$ cat src/rtl/tcmp_params.svh
// Purpose: offsets, field positions, reset values and widths of the timer compare block
// Assumes: register port with 4-bit word index and 16-bit data
// Notes:   definitions only
`ifndef TCMP_PARAMS_SVH
`define TCMP_PARAMS_SVH

`define TCMP_AW            4
`define TCMP_DW            16
`define TCMP_CNT_MAX       16'hFFFF
`define TCMP_CNT_BOTTOM    16'h0000

// register indices
`define TCMP_OFS_CTRL      4'h0
`define TCMP_OFS_FORCE     4'h1
`define TCMP_OFS_COUNT     4'h2
`define TCMP_OFS_CMPA      4'h3
`define TCMP_OFS_CMPB      4'h4
`define TCMP_OFS_CAPT      4'h5
`define TCMP_OFS_FLAGS     4'h6
`define TCMP_OFS_PORT      4'h7
`define TCMP_OFS_STATUS    4'h8

// control fields
`define TCMP_CTRL_WGM_LSB  0
`define TCMP_CTRL_COMA_LSB 4
`define TCMP_CTRL_COMB_LSB 6
// force, status and port bits
`define TCMP_BIT_A         0
`define TCMP_BIT_B         1
`define TCMP_PORT_DIR_LSB  2
// flag bits
`define TCMP_FLG_OVF       0
`define TCMP_FLG_CMPA      1
`define TCMP_FLG_CMPB      2
`define TCMP_FLG_CAPT      3

// waveform modes handled here
`define TCMP_WGM_NORMAL    4'h0
`define TCMP_WGM_CTC_CMPA  4'h4
`define TCMP_WGM_CTC_CAPT  4'hC

// reset values
`define TCMP_RST_WGM       4'h0
`define TCMP_RST_REG16     16'h0000
`define TCMP_RST_FLAGS     4'h0
`define TCMP_RST_PORT      2'h0

`endif

$ cat src/rtl/tcmp_pkg.sv
// Purpose: shared types of the timer compare block
// Assumes: nothing
// Notes:   enum order gives the two-bit field encoding
package tcmp_pkg;

   typedef enum logic [1:0] {
      TCMP_COM_OFF,
      TCMP_COM_TOGGLE,
      TCMP_COM_CLEAR,
      TCMP_COM_SET
   } tcmp_com_t;

   typedef logic [3:0]  tcmp_wgm_t;
   typedef logic [15:0] tcmp_word_t;

endpackage

$ cat src/rtl/tcmp_timer.sv
// Purpose: 16-bit timer with normal and clear-on-match counting and two compare outputs
// Assumes: timer_tick is the prescaled step, one clk wide, made on clk
// Notes:   pwm modes count as normal here and disable the force strobe
//
// Contract
// - output mode field picks match action and pin source.
// - reset clears the internal compare output state to zero.
// - nonzero output mode replaces port output value with compare state.
// - pin direction always follows the port direction bit.
// - compare state can be prepared before pin is driven.
// - output mode field never touches capture behaviour.
// - output mode zero leaves compare state unchanged on matches.
// - a new output mode acts at the next match, unbuffered.
// - force strobe applies the configured action at once, non-pwm modes.
// - counting depends on waveform mode only.
// - non-pwm match sets, clears or toggles compare state.
// - mode zero increments and wraps from FFFF to 0000.
// - normal mode sets overflow flag as counter becomes zero.
// - overflow flag clears when its interrupt is taken.
// - software may write counter at any time.
// - clear-on-match clears at top: compare A in mode 4, capture in 12.
// - reaching top sets compare A flag or capture flag.
// - top is used unbuffered; a missed top runs through FFFF.
// - output mode 1 toggles channel A at each match.
// - toggle period is 2 times prescale times one plus compare A.
// - clear-on-match sets overflow flag when passing FFFF to 0000.
// - continuous compare, flag set on the matching timer cycle.
// - counter write suppresses matches in the next timer cycle.
// - forced compare touches only compare state, not flags or counter.
`timescale 1ns/1ps
`default_nettype none
`include "tcmp_params.svh"
module tcmp_timer
   import tcmp_pkg::*;
(
   // clock and reset
   input  wire logic                 clk,
   input  wire logic                 rst_b,
   // register port
   input  wire logic [`TCMP_AW-1:0]  reg_addr,
   input  wire logic [`TCMP_DW-1:0]  reg_wdata,
   input  wire logic                 reg_wr,
   input  wire logic                 reg_rd,
   output logic      [`TCMP_DW-1:0]  reg_rdata,
   // timer step and capture trigger
   input  wire logic                 timer_tick,
   input  wire logic                 capture_event,
   // interrupt taken
   input  wire logic                 ovf_ack,
   input  wire logic                 cmpa_ack,
   input  wire logic                 cmpb_ack,
   input  wire logic                 capt_ack,
   // flags
   output logic                      overflow_flag,
   output logic                      compare_flag_a,
   output logic                      compare_flag_b,
   output logic                      capture_flag,
   // compare pins
   output logic                      pin_a_o,
   output logic                      pin_a_oe,
   output logic                      pin_b_o,
   output logic                      pin_b_oe
);

   ////////////////////////////////////////////////////////////////////////////
   // helpers

   function automatic logic is_ctc(input tcmp_wgm_t m);
      is_ctc = (m == `TCMP_WGM_CTC_CMPA) || (m == `TCMP_WGM_CTC_CAPT);
   endfunction

   function automatic logic is_non_pwm(input tcmp_wgm_t m);
      is_non_pwm = (m == `TCMP_WGM_NORMAL) || is_ctc(m);
   endfunction

   function automatic logic hit(input logic strobe, input logic [`TCMP_AW-1:0] ofs);
      hit = strobe && (reg_addr == ofs);
   endfunction

   ////////////////////////////////////////////////////////////////////////////
   // declarations

   tcmp_wgm_t  waveform_mode_q;
   tcmp_wgm_t  waveform_mode_d;
   tcmp_com_t  compare_output_mode_a_q;
   tcmp_com_t  compare_output_mode_a_d;
   tcmp_com_t  compare_output_mode_b_q;
   tcmp_com_t  compare_output_mode_b_d;
   tcmp_word_t compare_register_a_q;
   tcmp_word_t compare_register_a_d;
   tcmp_word_t compare_register_b_q;
   tcmp_word_t compare_register_b_d;
   tcmp_word_t capture_register_q;
   tcmp_word_t capture_register_d;
   logic [1:0] port_out_q;
   logic [1:0] port_out_d;
   logic [1:0] compare_pin_direction_bit_q;
   logic [1:0] compare_pin_direction_bit_d;
   logic [3:0] flags_q;
   logic [3:0] flags_d;
   logic       block_q;
   logic       block_d;
   logic [`TCMP_DW-1:0] rdata_q;
   logic [`TCMP_DW-1:0] rdata_d;

   tcmp_word_t counter_value;
   logic       compare_output_state_a;
   logic       compare_output_state_b;

   logic wr_ctrl;
   logic wr_force;
   logic wr_count;
   logic wr_cmpa;
   logic wr_cmpb;
   logic wr_capt;
   logic wr_flags;
   logic wr_port;
   logic match_a;
   logic match_b;
   logic match_capt;
   logic top_hit;
   logic wrap;
   logic force_a;
   logic force_b;
   logic capture_take;

   ////////////////////////////////////////////////////////////////////////////
   // write decode

   assign wr_ctrl  = hit(reg_wr, `TCMP_OFS_CTRL);
   assign wr_force = hit(reg_wr, `TCMP_OFS_FORCE);
   assign wr_count = hit(reg_wr, `TCMP_OFS_COUNT);
   assign wr_cmpa  = hit(reg_wr, `TCMP_OFS_CMPA);
   assign wr_cmpb  = hit(reg_wr, `TCMP_OFS_CMPB);
   assign wr_capt  = hit(reg_wr, `TCMP_OFS_CAPT);
   assign wr_flags = hit(reg_wr, `TCMP_OFS_FLAGS);
   assign wr_port  = hit(reg_wr, `TCMP_OFS_PORT);

   ////////////////////////////////////////////////////////////////////////////
   // compare and counter events

   // comparators see the live registers; nothing is double buffered here
   always_comb
   begin
      match_a    = timer_tick && !block_q
                   && (counter_value == compare_register_a_q);
      match_b    = timer_tick && !block_q
                   && (counter_value == compare_register_b_q);
      match_capt = timer_tick && !block_q
                   && (counter_value == capture_register_q);
      // a top written below the count is simply missed until after wrap
      case (waveform_mode_q)
         `TCMP_WGM_CTC_CMPA: top_hit = match_a;
         `TCMP_WGM_CTC_CAPT: top_hit = match_capt;
         default:            top_hit = 1'b0;
      endcase
      // a same-cycle counter write wins, so no wrap is seen then
      wrap = timer_tick && !wr_count
             && (counter_value == `TCMP_CNT_MAX);
      force_a = wr_force && reg_wdata[`TCMP_BIT_A]
                && is_non_pwm(waveform_mode_q);
      force_b = wr_force && reg_wdata[`TCMP_BIT_B]
                && is_non_pwm(waveform_mode_q);
      // capture input is idle while the capture register sets top
      capture_take = capture_event
                     && (waveform_mode_q != `TCMP_WGM_CTC_CAPT);
   end

   tcmp_counter u_counter (
      .clk     (clk),
      .rst_b   (rst_b),
      .tick    (timer_tick),
      .clear   (top_hit),
      .wr      (wr_count),
      .wr_val  (reg_wdata),
      .count_q (counter_value)
   );

   ////////////////////////////////////////////////////////////////////////////
   // match blocking after a counter write

   // held until the next tick, so a stopped timer still loses that match
   always_comb
   begin
      block_d = block_q;
      if (wr_count)
      begin
         block_d = 1'b1;
      end
      else if (timer_tick)
      begin
         block_d = 1'b0;
      end
   end

   always_ff @(posedge clk or negedge rst_b)
   begin
      if (!rst_b)
      begin
         block_q <= 1'b0;
      end
      else
      begin
         block_q <= block_d;
      end
   end

   ////////////////////////////////////////////////////////////////////////////
   // configuration registers

   always_comb
   begin
      waveform_mode_d             = waveform_mode_q;
      compare_output_mode_a_d     = compare_output_mode_a_q;
      compare_output_mode_b_d     = compare_output_mode_b_q;
      compare_register_a_d        = compare_register_a_q;
      compare_register_b_d        = compare_register_b_q;
      capture_register_d          = capture_register_q;
      port_out_d                  = port_out_q;
      compare_pin_direction_bit_d = compare_pin_direction_bit_q;
      if (wr_ctrl)
      begin
         waveform_mode_d         = reg_wdata[`TCMP_CTRL_WGM_LSB +: 4];
         compare_output_mode_a_d = tcmp_com_t'(reg_wdata[`TCMP_CTRL_COMA_LSB +: 2]);
         compare_output_mode_b_d = tcmp_com_t'(reg_wdata[`TCMP_CTRL_COMB_LSB +: 2]);
      end
      if (wr_cmpa)
      begin
         compare_register_a_d = reg_wdata;
      end
      if (wr_cmpb)
      begin
         compare_register_b_d = reg_wdata;
      end
      // a capture event beats a software write of the same cycle
      if (capture_take)
      begin
         capture_register_d = counter_value;
      end
      else if (wr_capt)
      begin
         capture_register_d = reg_wdata;
      end
      if (wr_port)
      begin
         port_out_d                  = reg_wdata[1:0];
         compare_pin_direction_bit_d = reg_wdata[`TCMP_PORT_DIR_LSB +: 2];
      end
   end

   always_ff @(posedge clk or negedge rst_b)
   begin
      if (!rst_b)
      begin
         waveform_mode_q             <= `TCMP_RST_WGM;
         compare_output_mode_a_q     <= TCMP_COM_OFF;
         compare_output_mode_b_q     <= TCMP_COM_OFF;
         compare_register_a_q        <= `TCMP_RST_REG16;
         compare_register_b_q        <= `TCMP_RST_REG16;
         capture_register_q          <= `TCMP_RST_REG16;
         port_out_q                  <= `TCMP_RST_PORT;
         compare_pin_direction_bit_q <= `TCMP_RST_PORT;
      end
      else
      begin
         waveform_mode_q             <= waveform_mode_d;
         compare_output_mode_a_q     <= compare_output_mode_a_d;
         compare_output_mode_b_q     <= compare_output_mode_b_d;
         compare_register_a_q        <= compare_register_a_d;
         compare_register_b_q        <= compare_register_b_d;
         capture_register_q          <= capture_register_d;
         port_out_q                  <= port_out_d;
         compare_pin_direction_bit_q <= compare_pin_direction_bit_d;
      end
   end

   ////////////////////////////////////////////////////////////////////////////
   // flags: write one or interrupt taken clears, hardware set wins

   always_comb
   begin
      flags_d = flags_q;
      if (wr_flags)
      begin
         flags_d = flags_q & ~reg_wdata[3:0];
      end
      if (ovf_ack)
      begin
         flags_d[`TCMP_FLG_OVF] = 1'b0;
      end
      if (cmpa_ack)
      begin
         flags_d[`TCMP_FLG_CMPA] = 1'b0;
      end
      if (cmpb_ack)
      begin
         flags_d[`TCMP_FLG_CMPB] = 1'b0;
      end
      if (capt_ack)
      begin
         flags_d[`TCMP_FLG_CAPT] = 1'b0;
      end
      if (wrap)
      begin
         flags_d[`TCMP_FLG_OVF] = 1'b1;
      end
      // forced compares never reach the flags
      if (match_a)
      begin
         flags_d[`TCMP_FLG_CMPA] = 1'b1;
      end
      if (match_b)
      begin
         flags_d[`TCMP_FLG_CMPB] = 1'b1;
      end
      if ((top_hit && (waveform_mode_q == `TCMP_WGM_CTC_CAPT)) || capture_take)
      begin
         flags_d[`TCMP_FLG_CAPT] = 1'b1;
      end
   end

   always_ff @(posedge clk or negedge rst_b)
   begin
      if (!rst_b)
      begin
         flags_q <= `TCMP_RST_FLAGS;
      end
      else
      begin
         flags_q <= flags_d;
      end
   end

   assign overflow_flag  = flags_q[`TCMP_FLG_OVF];
   assign compare_flag_a = flags_q[`TCMP_FLG_CMPA];
   assign compare_flag_b = flags_q[`TCMP_FLG_CMPB];
   assign capture_flag   = flags_q[`TCMP_FLG_CAPT];

   ////////////////////////////////////////////////////////////////////////////
   // compare output channels

   tcmp_wavegen u_wave_a (
      .clk       (clk),
      .rst_b     (rst_b),
      .com       (compare_output_mode_a_q),
      .match     (match_a),
      .force_cmp (force_a),
      .port_out  (port_out_q[`TCMP_BIT_A]),
      .port_dir  (compare_pin_direction_bit_q[`TCMP_BIT_A]),
      .state_q   (compare_output_state_a),
      .pin_o     (pin_a_o),
      .pin_oe    (pin_a_oe)
   );

   tcmp_wavegen u_wave_b (
      .clk       (clk),
      .rst_b     (rst_b),
      .com       (compare_output_mode_b_q),
      .match     (match_b),
      .force_cmp (force_b),
      .port_out  (port_out_q[`TCMP_BIT_B]),
      .port_dir  (compare_pin_direction_bit_q[`TCMP_BIT_B]),
      .state_q   (compare_output_state_b),
      .pin_o     (pin_b_o),
      .pin_oe    (pin_b_oe)
   );

   ////////////////////////////////////////////////////////////////////////////
   // read path: data one cycle after the strobe, zero otherwise

   always_comb
   begin
      rdata_d = '0;
      if (reg_rd)
      begin
         case (reg_addr)
            `TCMP_OFS_CTRL:
            begin
               rdata_d[`TCMP_CTRL_WGM_LSB +: 4]  = waveform_mode_q;
               rdata_d[`TCMP_CTRL_COMA_LSB +: 2] = compare_output_mode_a_q;
               rdata_d[`TCMP_CTRL_COMB_LSB +: 2] = compare_output_mode_b_q;
            end
            `TCMP_OFS_COUNT:  rdata_d = counter_value;
            `TCMP_OFS_CMPA:   rdata_d = compare_register_a_q;
            `TCMP_OFS_CMPB:   rdata_d = compare_register_b_q;
            `TCMP_OFS_CAPT:   rdata_d = capture_register_q;
            `TCMP_OFS_FLAGS:  rdata_d[3:0] = flags_q;
            `TCMP_OFS_PORT:
            begin
               rdata_d[1:0]                     = port_out_q;
               rdata_d[`TCMP_PORT_DIR_LSB +: 2] = compare_pin_direction_bit_q;
            end
            `TCMP_OFS_STATUS:
            begin
               rdata_d[`TCMP_BIT_A] = compare_output_state_a;
               rdata_d[`TCMP_BIT_B] = compare_output_state_b;
            end
            default:          rdata_d = '0;
         endcase
      end
   end

   always_ff @(posedge clk or negedge rst_b)
   begin
      if (!rst_b)
      begin
         rdata_q <= '0;
      end
      else
      begin
         rdata_q <= rdata_d;
      end
   end

   assign reg_rdata = rdata_q;

endmodule
`default_nettype wire

$ cat src/rtl/tcmp_counter.sv
// Purpose: 16-bit up counter stepped by the timer tick
// Assumes: tick, clear and write come from logic on clk
// Notes:   a software write wins over counting in the same cycle
`timescale 1ns/1ps
`default_nettype none
`include "tcmp_params.svh"
module tcmp_counter
   import tcmp_pkg::*;
(
   // clock and reset
   input  wire logic       clk,
   input  wire logic       rst_b,
   // control
   input  wire logic       tick,
   input  wire logic       clear,
   input  wire logic       wr,
   input  wire tcmp_word_t wr_val,
   // value
   output tcmp_word_t      count_q
);

   tcmp_word_t count_d;

   always_comb
   begin
      count_d = count_q;
      if (wr)
      begin
         count_d = wr_val;
      end
      else if (tick)
      begin
         if (clear)
         begin
            count_d = `TCMP_CNT_BOTTOM;
         end
         else
         begin
            count_d = count_q + 16'h0001;
         end
      end
   end

   always_ff @(posedge clk or negedge rst_b)
   begin
      if (!rst_b)
      begin
         count_q <= `TCMP_RST_REG16;
      end
      else
      begin
         count_q <= count_d;
      end
   end

endmodule
`default_nettype wire

$ cat src/rtl/tcmp_wavegen.sv
// Purpose: one compare output state and its pin override
// Assumes: match and force are one-cycle pulses on clk
// Notes:   state is kept across mode changes
`timescale 1ns/1ps
`default_nettype none
module tcmp_wavegen
   import tcmp_pkg::*;
(
   // clock and reset
   input  wire logic      clk,
   input  wire logic      rst_b,
   // events
   input  wire tcmp_com_t com,
   input  wire logic      match,
   input  wire logic      force_cmp,
   // port register bits
   input  wire logic      port_out,
   input  wire logic      port_dir,
   // outputs
   output logic           state_q,
   output logic           pin_o,
   output logic           pin_oe
);

   logic state_d;

   // com is read live, so a new setting acts on the next event
   always_comb
   begin
      state_d = state_q;
      if (match || force_cmp)
      begin
         case (com)
            TCMP_COM_OFF:    state_d = state_q;
            TCMP_COM_TOGGLE: state_d = !state_q;
            TCMP_COM_CLEAR:  state_d = 1'b0;
            TCMP_COM_SET:    state_d = 1'b1;
            default:         state_d = state_q;
         endcase
      end
   end

   always_ff @(posedge clk or negedge rst_b)
   begin
      if (!rst_b)
      begin
         state_q <= 1'b0;
      end
      else
      begin
         state_q <= state_d;
      end
   end

   // state may be prepared while the pin is still an input
   assign pin_o  = (com != TCMP_COM_OFF) ? state_q : port_out;
   assign pin_oe = port_dir;

endmodule
`default_nettype wire

$ cat config.mk
export PLATFORM = sky130hd
export DESIGN_NAME = tcmp_timer
export DESIGN_NICKNAME = d
export VERILOG_FILES = /design/src/rtl/tcmp_pkg.sv /design/src/rtl/tcmp_timer.sv /design/src/rtl/tcmp_counter.sv /design/src/rtl/tcmp_wavegen.sv
export VERILOG_INCLUDE_DIRS = /design/src /design/src/rtl
export SDC_FILE = /design/constraint.sdc
export NUM_CORES = 1
export LEC_CHECK = 0
export ABC_AREA = 1
export BUFFER_PORTS_ARGS = -buffer_cell sky130_fd_sc_hd__buf_2
export CAP_MARGIN = 20
export CORE_MARGIN = 2
export CORE_UTILIZATION = 65
export CTS_BUF_LIST = sky130_fd_sc_hd__clkbuf_16
export DETAILED_ROUTE_END_ITERATION = 16
export PLACE_DENSITY = 0.95
export SETUP_SLACK_MARGIN = 0.3
export SYNTH_ARGS = -nofsm -noshare
export SYNTH_HDL_FRONTEND = slang
export SYNTH_HIERARCHICAL = 1
export SYNTH_SLANG_ARGS = --single-unit
export TNS_END_PERCENT = 5
$ cat constraint.sdc
create_clock -name clk -period 2.7 [get_ports clk]
set_clock_uncertainty 0.15 [all_clocks]
set_input_delay 0.54 -clock clk [delete_from_list [all_inputs] [get_ports clk]]
set_output_delay 0.54 -clock clk [all_outputs]
set_load 0.1 [all_outputs]
==> flow_metrics.tcl, run 1 <==
set metrics [dict create \
    ys_top_cells_by_area "dfrtp_1 41%, nand2_1 16%, inv_1 6.9%, o21ai_0 6.1%, nor2_1 4.7%" \
    cts.sinks 99 \
    route.detailed.drc 0 \
    async_flop_share_pct 100.0 \
    netlist_area_um2 5994 \
    gp_congestion 1.039 \
    grt_use_total_pct 38.04 \
    cts_root_buffer "clkbuf_16" \
    crit_path_end "u_counter/count_q[4]$_DFFE_PN0P_" \
    grt_first_pass_wirelength_um 29460 \
    die_y_um 100.0 \
    rows 35 \
    maxSlewHeadroom_pct 54.83 \
    clkLatencyLatePin_ns 0.34 \
    yosysTopAreaCellShare_pct 41.33 \
    design.core.area_um2 9109 \
    start_util_pct 65.81 \
    maxCapViolations 0 \
    ys_types 41 \
    cp.arrival_ns 2.34 \
    crit_type "reg -> reg" \
    ys_ff_latch 99 \
    syn_area_per_cell_um2 7.214 \
    slew_violations 0 \
    area_delta_synth_final_pct 11.44 \
    ys.flop_type "dfrtp_1" \
    regToRegSetupSlack_ns 0.44 \
    post-synth-top-count-cell "nand2_1" \
    synth_edf_count 0 \
    grt_pass1_vias 5802 \
    setup_viol 0 \
    cellLeakagePower_nw 3.387 \
    peakVddDrop_mv 0.4231 \
    synth_top_area_cell "dfrtp_1" \
    crit_path_end_kind "register" \
    worst_slew_pin_slew_ns 0.6768 \
    worstHoldPathType "in -> async" \
    dr.pass1.iters 6 \
    num-nets-final 917 \
    worstPathRequired_ns 2.78 \
    n_antenna_cell 0 \
    status "finished clean" \
    post-dp-hpwl_um 13320 \
    path_max_fanout 7 \
    dieWidth_um 100.0 \
    fin_tns_setup_ns 0 \
    ioPinCount 54 \
    numPortBuffers 53 \
    critPathLaunch "u_counter/count_q[9]$_DFFE_PN0P_" \
    ys_top_cells_by_count "248 x nand2_1, 110 x inv_1, 99 x dfrtp_1, 75 x nor2_1, 73 x o21ai_0" \
    htree_num_levels 3 \
    grt_setup_unrepaired "no" \
    vias_per_cell 6.082 \
    fin_crit_sh_pct 83.65 \
    wl_per_cell_um 18.17 \
    drive_gt1_share_pct 15.71 \
    cts_buffers 9 \
    synthCells 831 \
    path_clk_slew_ns 0.07 \
    finalWirelength_um 18210 \
    powerDensity_nw_per_um2 818.6 \
    die-area_um2 10010 \
    cts_buffer_depth 2 \
    finalHoldViolCount 0 \
    antenna_found_initial 0 \
    synth_fp_nets 862 \
    grt-ovfl-total 0 \
    ys_seq_area_share_pct 41.33 \
    ant_nets 0 \
    r2r_cells 12 \
    grt_max_degree 40 \
    fmax_mhz 442.8 \
    yosysWarnings 6 \
    r2r_end "u_counter/count_q[4]$_DFFE_PN0P_" \
    nFillCells 704 \
    num_vias 6094 \
    placedCellCount 986 \
    critPathLaunchType "register" \
    layoutNonFillerInstCount 1002 \
    ctsHoldBuffers 0 \
    fin_crit_ns 2.259 \
    cts_tree "done" \
    r2r_start "u_counter/count_q[9]$_DFFE_PN0P_" \
    drt-initial-drc-count 686 \
]
## layout by cell type (no fill, tap or decap), types with 3 or more instances in the layout
master,instances
inv_2,6
nand4_1,10
xor2_1,10
o21bai_1,3
xnor2_1,4
o211ai_1,11
nand2_2,10
inv_1,111
clkbuf_16,9
a21oi_1,10
nor3_1,12
o21ai_0,73
o22ai_1,23
nand2_1,248
nor2_4,4
o211ai_2,10
o21ai_1,8
nand3_1,40
nand3b_1,3
dfrtp_1,91
dfrtp_2,8
buf_4,18
a22oi_1,10
nor2_2,8
buf_2,52
nor2_1,75
## where the power goes
part	switching (mW)	internal, mW
Combinational	1.34	0.633
Sequential	0.410	1.79
Clock	0.578	0.718
## routing by layer
metal	share of wire (%)	vias up	GRT usage (%)	routed length (um)
li1	-	2777	-	-
met1	39	2785	50.07	7042
met2	45	441	59.56	8160
met3	11	91	7.660	1982
met4	5.6	0	20.44	1026
met5	0	-	0	0
## critical path, cell delays in order (launching register included)
cell	delay (ns)
dfrtp_2	0.43
inv_1	0.10
nand2_1	0.16
o21ai_0	0.14
nand3b_1	0.22
nor2_1	0.10
nand3_1	0.11
nand2_1	0.13
nor2_4	0.08
a21oi_1	0.23
o21ai_1	0.11
o21ai_0	0.09
nand2_1	0.08
## worst min path at each step
| stage | end | startpoint | depth (start not counted) | slack (ns) |
|---|---|---|---|---|
| floorplan | block_q$_DFFE_PN0P_ | rst_b | 0 | 0.09 |
| global placement | compare_register_a_q[9]$_DFFE_PN0P_ | compare_register_a_q[9]$_DFFE_PN0P_ | 2 | 0.32 |
| detailed placement | block_q$_DFFE_PN0P_ | block_q$_DFFE_PN0P_ | 2 | 0.33 |
| CTS | u_counter/count_q[12]$_DFFE_PN0P_ | rst_b | 1 | 0.03 |
| global route | u_counter/count_q[13]$_DFFE_PN0P_ | rst_b | 1 | 0.05 |
| finish | u_counter/count_q[13]$_DFFE_PN0P_ | rst_b | 1 | 0.008 |
## registers in the layout, indices dropped and copies added (netlist names)
signal	flops
compare_output_mode_a_q	2
compare_pin_direction_bit_q	2
compare_register_b_q	16
port_out_q	2
u_wave_a/state_q	1
u_wave_b/state_q	1
compare_output_mode_b_q	2
u_counter/count_q	16
compare_register_a_q	16
flags_q	4
block_q	1
reg_rdata	16
waveform_mode_q	4
capture_register_q	16
## repair_timing
| item | CTS | global route |
|---|---|---|
| setup endpoints to repair | 0 | 6 |
| gates resized for setup | 0 | 8 |
| buffers inserted | 0 | 0 |
## cell families (layout without fill, tap and decap cells)
logic type | count (synthesis) | after routing | share of synthesized area [%]
buf+inv | 145 | 205 | 10.33
compound gates | 155 | 155 | 16.28
flops | 99 | 99 | 41.33
fa+ha+maj | 1 | 1 | 0.2087
simple gates | 417 | 417 | 29.81
xor+xnor | 14 | 14 | 2.045
## metrics by stage
step	area [um^2]	total power, mW	utilization, %	setup WS, ns	hold slack (ns)
after floorplan	5995	3.478	-	0.7468	0.09441
after global placement	6376	4.063	70.00	0.2995	0.3196
after detailed placement	6376	4.095	70.00	0.2359	0.3300
after CTS	6670	5.382	73.23	0.4181	0.02529
after global routing	6680	5.753	73.34	0.3170	0.04704
final	6680	5.469	73.34	0.4415	0.007598
## layout make-up
class	count	area [um^2]	area share (%)
Multi-Input combinational cell	587	2898	43.38
Clock inverter	7	68.82	1.030
Inverter	118	446.7	6.687
Clock buffer	9	225.2	3.371
Tap cell	111	138.9	2.079
Sequential cell	99	2487	37.24
Timing Repair Buffer	71	415.4	6.218
Power figures use the tool's default switching activity.
==> inputs of run 2 (changes only) <==
- CORE_UTILIZATION: 65 -> 60
- PLACE_DENSITY: 0.95 -> 0.89
- clock period: 2.7 -> 2.27 ns (I/O delays scaled with it)
==> run 2 against run 1 <==
Compared with the run above:
- register-to-register slack worse by 0.19 ns
- critical path depth is 2 lower
- total power rose by 20%
- core utilization decreased by 2.0 points
- global-route usage decreased by 3.3 points
- maximum frequency is 12% higher
- routed wire length grew 1.4%
- hold slack better by 0.18 ns
- clock-buffer cell count stayed put
- critical endpoint unchanged
- largest cell class unchanged
- highest routed layer unchanged
==> flow_metrics.tcl, run 2 (same netlist as run 1, synthesis figures left out) <==
set metrics [dict create \
    status "finished clean" \
    path_clk_slew_ns 0.07 \
    grt-ovfl-total 0 \
    grt_first_pass_wirelength_um 29300 \
    dieWidth_um 104.0 \
    die_y_um 104.0 \
    worstPathRequired_ns 2.37 \
    crit_type "reg -> reg" \
    area_delta_synth_final_pct 15.86 \
    r2r_start "u_counter/count_q[6]$_DFFE_PN0P_" \
    crit_top_cell "o21ai_1" \
    cts_root_buffer "clkbuf_16" \
    regToRegSetupSlack_ns 0.25 \
    maxCapViolations 0 \
    vias_per_cell 5.791 \
    fin_crit_sh_pct 88.81 \
    peakVddDrop_mv 0.6238 \
    layoutNonFillerInstCount 1048 \
    die-area_um2 10810 \
    cts.sinks 99 \
    nFillCells 814 \
    htree_num_levels 3 \
    design.core.area_um2 9729 \
    worstHoldPathType "in -> reg" \
    r2r_cells 10 \
    rows 36 \
    fin_crit_ns 2.016 \
    wl_per_cell_um 17.62 \
    worst_slew_pin_slew_ns 0.5811 \
    powerDensity_nw_per_um2 947.4 \
    slowest_stage "dfrtp_2" \
    route.detailed.drc 0 \
    n_antenna_cell 0 \
    cp.arrival_ns 2.12 \
    finalHoldViolCount 0 \
    drt-initial-drc-count 586 \
    drive_gt1_share_pct 21.09 \
    num_vias 6069 \
    grt_max_degree 41 \
    dr.pass1.iters 6 \
    grt_use_total_pct 34.75 \
    cellLeakagePower_nw 3.480 \
    slew_violations 0 \
    antenna_found_initial 0 \
    seq_area_um2 2495 \
    multiInputGateArea_um2 2949 \
    start_util_pct 61.61 \
    fmax_mhz 496.0 \
    final_common_cell "nand2_1" \
    path_cells "buf_4, xor2_1, nor3_1, nand3_1, nand2_2, nor2_4, a21oi_2, o21ai_1, o21ai_1, nand2_1" \
    clkLatencyLatePin_ns 0.36 \
    grt_pass1_vias 5538 \
    critPathLaunchType "register" \
    post-dp-hpwl_um 13650 \
    hold_slack_ns 0.1879 \
    ant_nets 0 \
    ioPinCount 54 \
    slowest_delay_ns 0.46 \
    cts_tree "done" \
    maxSlewHeadroom_pct 61.12 \
    holdPathStages 2 \
    hold_path_end "reg_rdata[2]$_DFF_PN0_" \
    crit_path_end_kind "register" \
    gp_congestion 1.061 \
    path_max_fanout 7 \
    num-nets-final 941 \
    grt_setup_unrepaired "yes" \
    fin_tns_setup_ns 0 \
    cts_buffer_depth 2 \
    cts_buffers 9 \
    setup_viol 0 \
    numPortBuffers 53 \
    fin_ws_ns 0.2540 \
    place_ws_ns 0.08775 \
    placedCellCount 1020 \
    final_cell_mix "245 x nand2_1, 101 x inv_1, 85 x dfrtp_1, 70 x o21ai_0, 69 x nor2_1" \
    min_from "reg_rd" \
    finalWirelength_um 18460 \
    r2r_end "u_counter/count_q[4]$_DFFE_PN0P_" \
]
-- run 2: cell count changes in the layout (fill, tap and decap cells not counted), moves of 6 or more --
| cell | delta |
|---|---|
| buf_4 | +19 |
| inv_1 | -10 |
| inv_2 | +9 |
| dfrtp_1 | -6 |
| dfrtp_2 | +6 |
| nor2_1 | -6 |
| nor2_2 | +6 |
-- run 2: layout make-up --
| type | instances | area share, % |
|---|---|---|
| repair buffers | 95 | 8.989 |
| clock buffers | 9 | 3.243 |
| well taps | 133 | 2.396 |
| flip-flops and latches | 99 | 35.92 |
| inverters | 118 | 6.467 |
| multi-input cells | 587 | 42.46 |
| clock inverters | 7 | 0.5224 |
-- run 2: power breakdown --
part	internal, mW	leakage, nW	switching (mW)
logic	0.895	2.10	1.70
registers	2.15	1.25	0.460
clock network	0.727	0.127	0.656
-- run 2: worst max-delay path by stage --
stage / startpoint / to / cells past startpoint
after floorplan: timer_tick / u_counter/count_q[6]$_DFFE_PN0P_ / 13
after global placement: reg_addr[3] / u_counter/count_q[6]$_DFFE_PN0P_ / 10
after detailed placement: timer_tick / u_counter/count_q[6]$_DFFE_PN0P_ / 14
after CTS: u_counter/count_q[0]$_DFFE_PN0P_ / u_counter/count_q[6]$_DFFE_PN0P_ / 13
after global routing: u_counter/count_q[13]$_DFFE_PN0P_ / u_counter/count_q[4]$_DFFE_PN0P_ / 11
final: u_counter/count_q[6]$_DFFE_PN0P_ / u_counter/count_q[4]$_DFFE_PN0P_ / 10
-- run 2: per-layer routing --
metal | global-route usage [%] | vias up | routed length, um
met5 | 0 | - | 0
met4 | 14.38 | 0 | 728
met3 | 7.456 | 58 | 1789
met2 | 55.12 | 404 | 8524
met1 | 46.44 | 2770 | 7420
li1 | - | 2837 | -
-- run 2: critical path: cells and delay by family, from the launching register on --
family | cells | cell delay (ns)
xor+xnor | 1 | 0.16
buf+inv | 1 | 0.18
compound gates | 3 | 0.34
flops | 1 | 0.46
simple gates | 5 | 0.63
-- run 2: metrics by stage --
step                      area [um^2]  power [mW]  util [%]
final                            6945       6.580     71.39
after global routing             6945       6.938     71.39
after CTS                        6784       6.316     69.73
after detailed placement         6506       4.921     66.87
after global placement           6506       4.881     66.87
after floorplan                  5995       4.136         -
-- run 2: repair_timing --
item,CTS,global route
pin swaps,0,13
gates resized for setup,4,44
setup buffers,0,11
endpoints found under the setup margin,14,19
hold buffers,1,0
hold endpoints to repair,20,0
cloned,0,0
==> inputs of run 3 (changes only) <==
- PLACE_DENSITY: 0.89 -> 0.9
- REMOVE_ABC_BUFFERS: not set -> 1
- SYNTH_HIERARCHICAL: 1 -> not set
==> run 3 against run 2 <==
Compared with the run above:
- total power decreased by 9.4%
- register-to-register slack better by 0.09 ns
- largest cell class unchanged
- global-route usage up 1.1 points
- clock power increased by 9%
- the run now ends with negative hold slack left
- highest routed layer unchanged
- maximum frequency is 2.1% higher
- die area fell by 5.0%
==> flow_metrics.tcl, run 3 <==
set metrics [dict create \
    ys_top_cells_by_area "dfrtp_1 44%, nand2_1 14%, inv_1 6.5%, o21ai_0 6.0%, nor2_1 4.2%" \
    post-synth-top-count-cell "nand2_1" \
    place_ws_ns 0.2549 \
    grt_setup_unrepaired "yes" \
    cts_buffers 9 \
    muxShareOfSynthArea_pct 0 \
    place_area_um2 6093 \
    fin_crit_sh_pct 86.97 \
    setup_viol 0 \
    worstPathRequired_ns 1.67 \
    slew_violations 0 \
    ioPinCount 54 \
    cts.sinks 99 \
    crit_path_end_kind "primary output" \
    synth_top_family_by_area "simple AND/OR/NAND/NOR gates" \
    syn_area_per_cell_um2 7.421 \
    dr.pass1.iters 5 \
    final_cell_mix "216 x nand2_1, 99 x inv_1, 94 x dfrtp_1, 68 x o21ai_0, 60 x nor2_1" \
    grt_max_degree 100 \
    antenna_found_initial 0 \
    synthSimpleGateAreaFrac_pct 26.77 \
    synth-xor-area-share_pct 3.390 \
    clkLatencyLatePin_ns 0.35 \
    maxCapViolations 0 \
    path_max_fanout 3 \
    yosysWarnings 0 \
    htree_num_levels 3 \
    worstHoldPathType "in -> async" \
    slowest_stage "dfrtp_1" \
    n_antenna_cell 0 \
    die_y_um 101.3 \
    path_delay_family "flip-flops" \
    rows 35 \
    slowest_delay_ns 0.44 \
    area_delta_synth_final_pct 13.71 \
    ctsHoldBuffers 0 \
    synth_top_area_cell "dfrtp_1" \
    critPathLaunch "compare_output_mode_a_q[0]$_DFFE_PN0P_" \
    path_cells "nor2_2, nand2_1, o21ai_0, clkbuf_8" \
    numPortBuffers 53 \
    dieWidth_um 101.3 \
    cts_buffer_depth 2 \
    fin_crit_ns 1.974 \
    gp_congestion 1.006 \
    path_clk_slew_ns 0.07 \
    synthCells 766 \
    maxSlewHeadroom_pct 55.10 \
    finalHoldViolCount 1 \
    num-nets-final 850 \
    cts_tree "done" \
    start_util_pct 61.81 \
    ys.flop_type "dfrtp_1" \
    critPathLaunchType "register" \
    grt-ovfl-total 0 \
    ant_nets 0 \
    cellLeakagePower_nw 3.256 \
    status "finished, violations left" \
    wl_per_cell_um 18.73 \
    async_flop_share_pct 100.0 \
    yosys.area_share.adder_pct 0.2201 \
    powerDensity_nw_per_um2 922.6 \
    r2r_start "u_counter.count_q[7]$_DFFE_PN0P_" \
    drt-initial-drc-count 698 \
    num_vias 5665 \
    regToRegSetupSlack_ns 0.34 \
    route.detailed.drc 0 \
    final_common_cell "nand2_1" \
    drive_gt1_share_pct 16.38 \
    fin_ws_ns 0.2958 \
    grt_first_pass_wirelength_um 27990 \
    ys_top_cells_by_count "216 x nand2_1, 99 x dfrtp_1, 99 x inv_1, 68 x o21ai_0, 63 x nor2_1" \
    final_cell_area_um2 6464 \
    worst-path-buf-inv 1 \
    synth_compound_area_share_pct 15.39 \
    cp.arrival_ns 1.37 \
    ys_types 38 \
    ys_seq_area_share_pct 43.58 \
    synth_edf_count 0 \
    grt_use_total_pct 35.88 \
    die-area_um2 10270 \
    crit_type "reg -> out" \
    ys_ff_latch 99 \
    fmax_mhz 506.5 \
    yosysTopAreaCellShare_pct 43.58 \
    vias_per_cell 6.059 \
    hold_slack_ns -0.004012 \
    finalWirelength_um 17510 \
    netlist_area_um2 5684 \
    violations "negative hold slack" \
    r2r_cells 11 \
    grt_pass1_vias 5429 \
    crit_path_end "pin_a_o" \
    r2r_end "u_wave_b.state_q$_DFFE_PN0P_" \
    worst_slew_pin_slew_ns 0.6728 \
    peakVddDrop_mv 0.6154 \
    path_depth 4 \
    design.core.area_um2 9196 \
    cts_root_buffer "clkbuf_16" \
    post-dp-hpwl_um 12490 \
]
==> run 3: changes by cell type in the layout (fill, tap and decap cells not counted), sizes merged, moves of 9 or more <==
cell	change
nor2	-17
o211ai	-19
o221ai	+16
nand3	-11
a221oi	+9
a22oi	-10
o21ai	-12
buf	-22
nand4	+13
nand2	-39
==> run 3: cells by family after synthesis <==
logic type               Yosys count
adder cells (fa/ha/maj)            1
XOR/XNOR                          22
flip-flops                        99
buffers and inverters            148
AND/OR/NAND/NOR                  355
AO/OA/AOI/OAI                    141
==> run 3: worst min path at each step <==
stage          slack (ns)                                 from  depth (start not counted)                              endpoint
3_5_place_dp         0.34  compare_register_a_q[3]$_DFFE_PN0P_                          2   compare_register_a_q[3]$_DFFE_PN0P_
6_report           -0.004                                rst_b                          2  compare_register_a_q[15]$_DFFE_PN0P_
4_1_cts              0.03                                rst_b                          2  compare_register_a_q[15]$_DFFE_PN0P_
2_1_floorplan       0.008                                rst_b                          0                   block_q$_DFFE_PN0P_
3_3_place_gp         0.33  compare_register_a_q[3]$_DFFE_PN0P_                          2   compare_register_a_q[3]$_DFFE_PN0P_
5_1_grt              0.06                                rst_b                          2  compare_register_a_q[15]$_DFFE_PN0P_
==> run 3: area by class of cell <==
class                           instances  area [um^2]
Inverter                              118        442.9
Multi-Input combinational cell        520         2660
Tap cell                              111        138.9
Timing Repair Buffer                   71        451.7
Clock buffer                            9        225.2
Fill cell                             750         2733
Clock inverter                          7        61.31
Sequential cell                        99         2484
==> run 3: through the flow <==
| step | power [mW] | TNS (ns) | instances | util (%) | hold slack, ns |
|---|---|---|---|---|---|
| after floorplan | 3.722 | -0.8478 | 736 | - | 0.008409 |
| after global placement | 4.294 | 0 | 917 | 66.26 | 0.3257 |
| after detailed placement | 4.344 | 0 | 917 | 66.26 | 0.3379 |
| after CTS | 5.844 | 0 | 933 | 69.43 | 0.02999 |
| after global routing | 6.290 | 0 | 935 | 70.29 | 0.05723 |
| final | 5.963 | 0 | 935 | 70.29 | -0.004012 |
==> run 3: timing repair <==
action	CTS	global route
cloned	0	1
endpoints found under the setup margin	3	21
hold endpoints to repair	0	0
resized for setup	2	17
setup buffers	0	1
==> run 3: metal layers <==
metal	up-vias	GRT usage (%)	share of wire, %
met5	-	0	0
li1	2604	-	-
met3	65	6.625	11
met4	0	16.01	4.3
met2	382	53.85	44
met1	2614	51.06	40
==> run 3: worst reg2reg max path: stages (launching register included) <==
cell and delay [ns]:
dfrtp_1 0.43, inv_2 0.11, nand2_1 0.07, o21ai_0 0.12, nor2_1 0.18, nand2_1 0.08
nor2_1 0.18, nand3_2 0.16, nand2_1 0.16, nand2_1 0.07, nand2_1 0.06, nand2_1 0.05
==> run 3: report_power, final <==
group	internal (mW)	switching [mW]
logic	0.627	1.36
clock network	0.763	0.735
registers	2.09	0.387
total	3.48	2.48
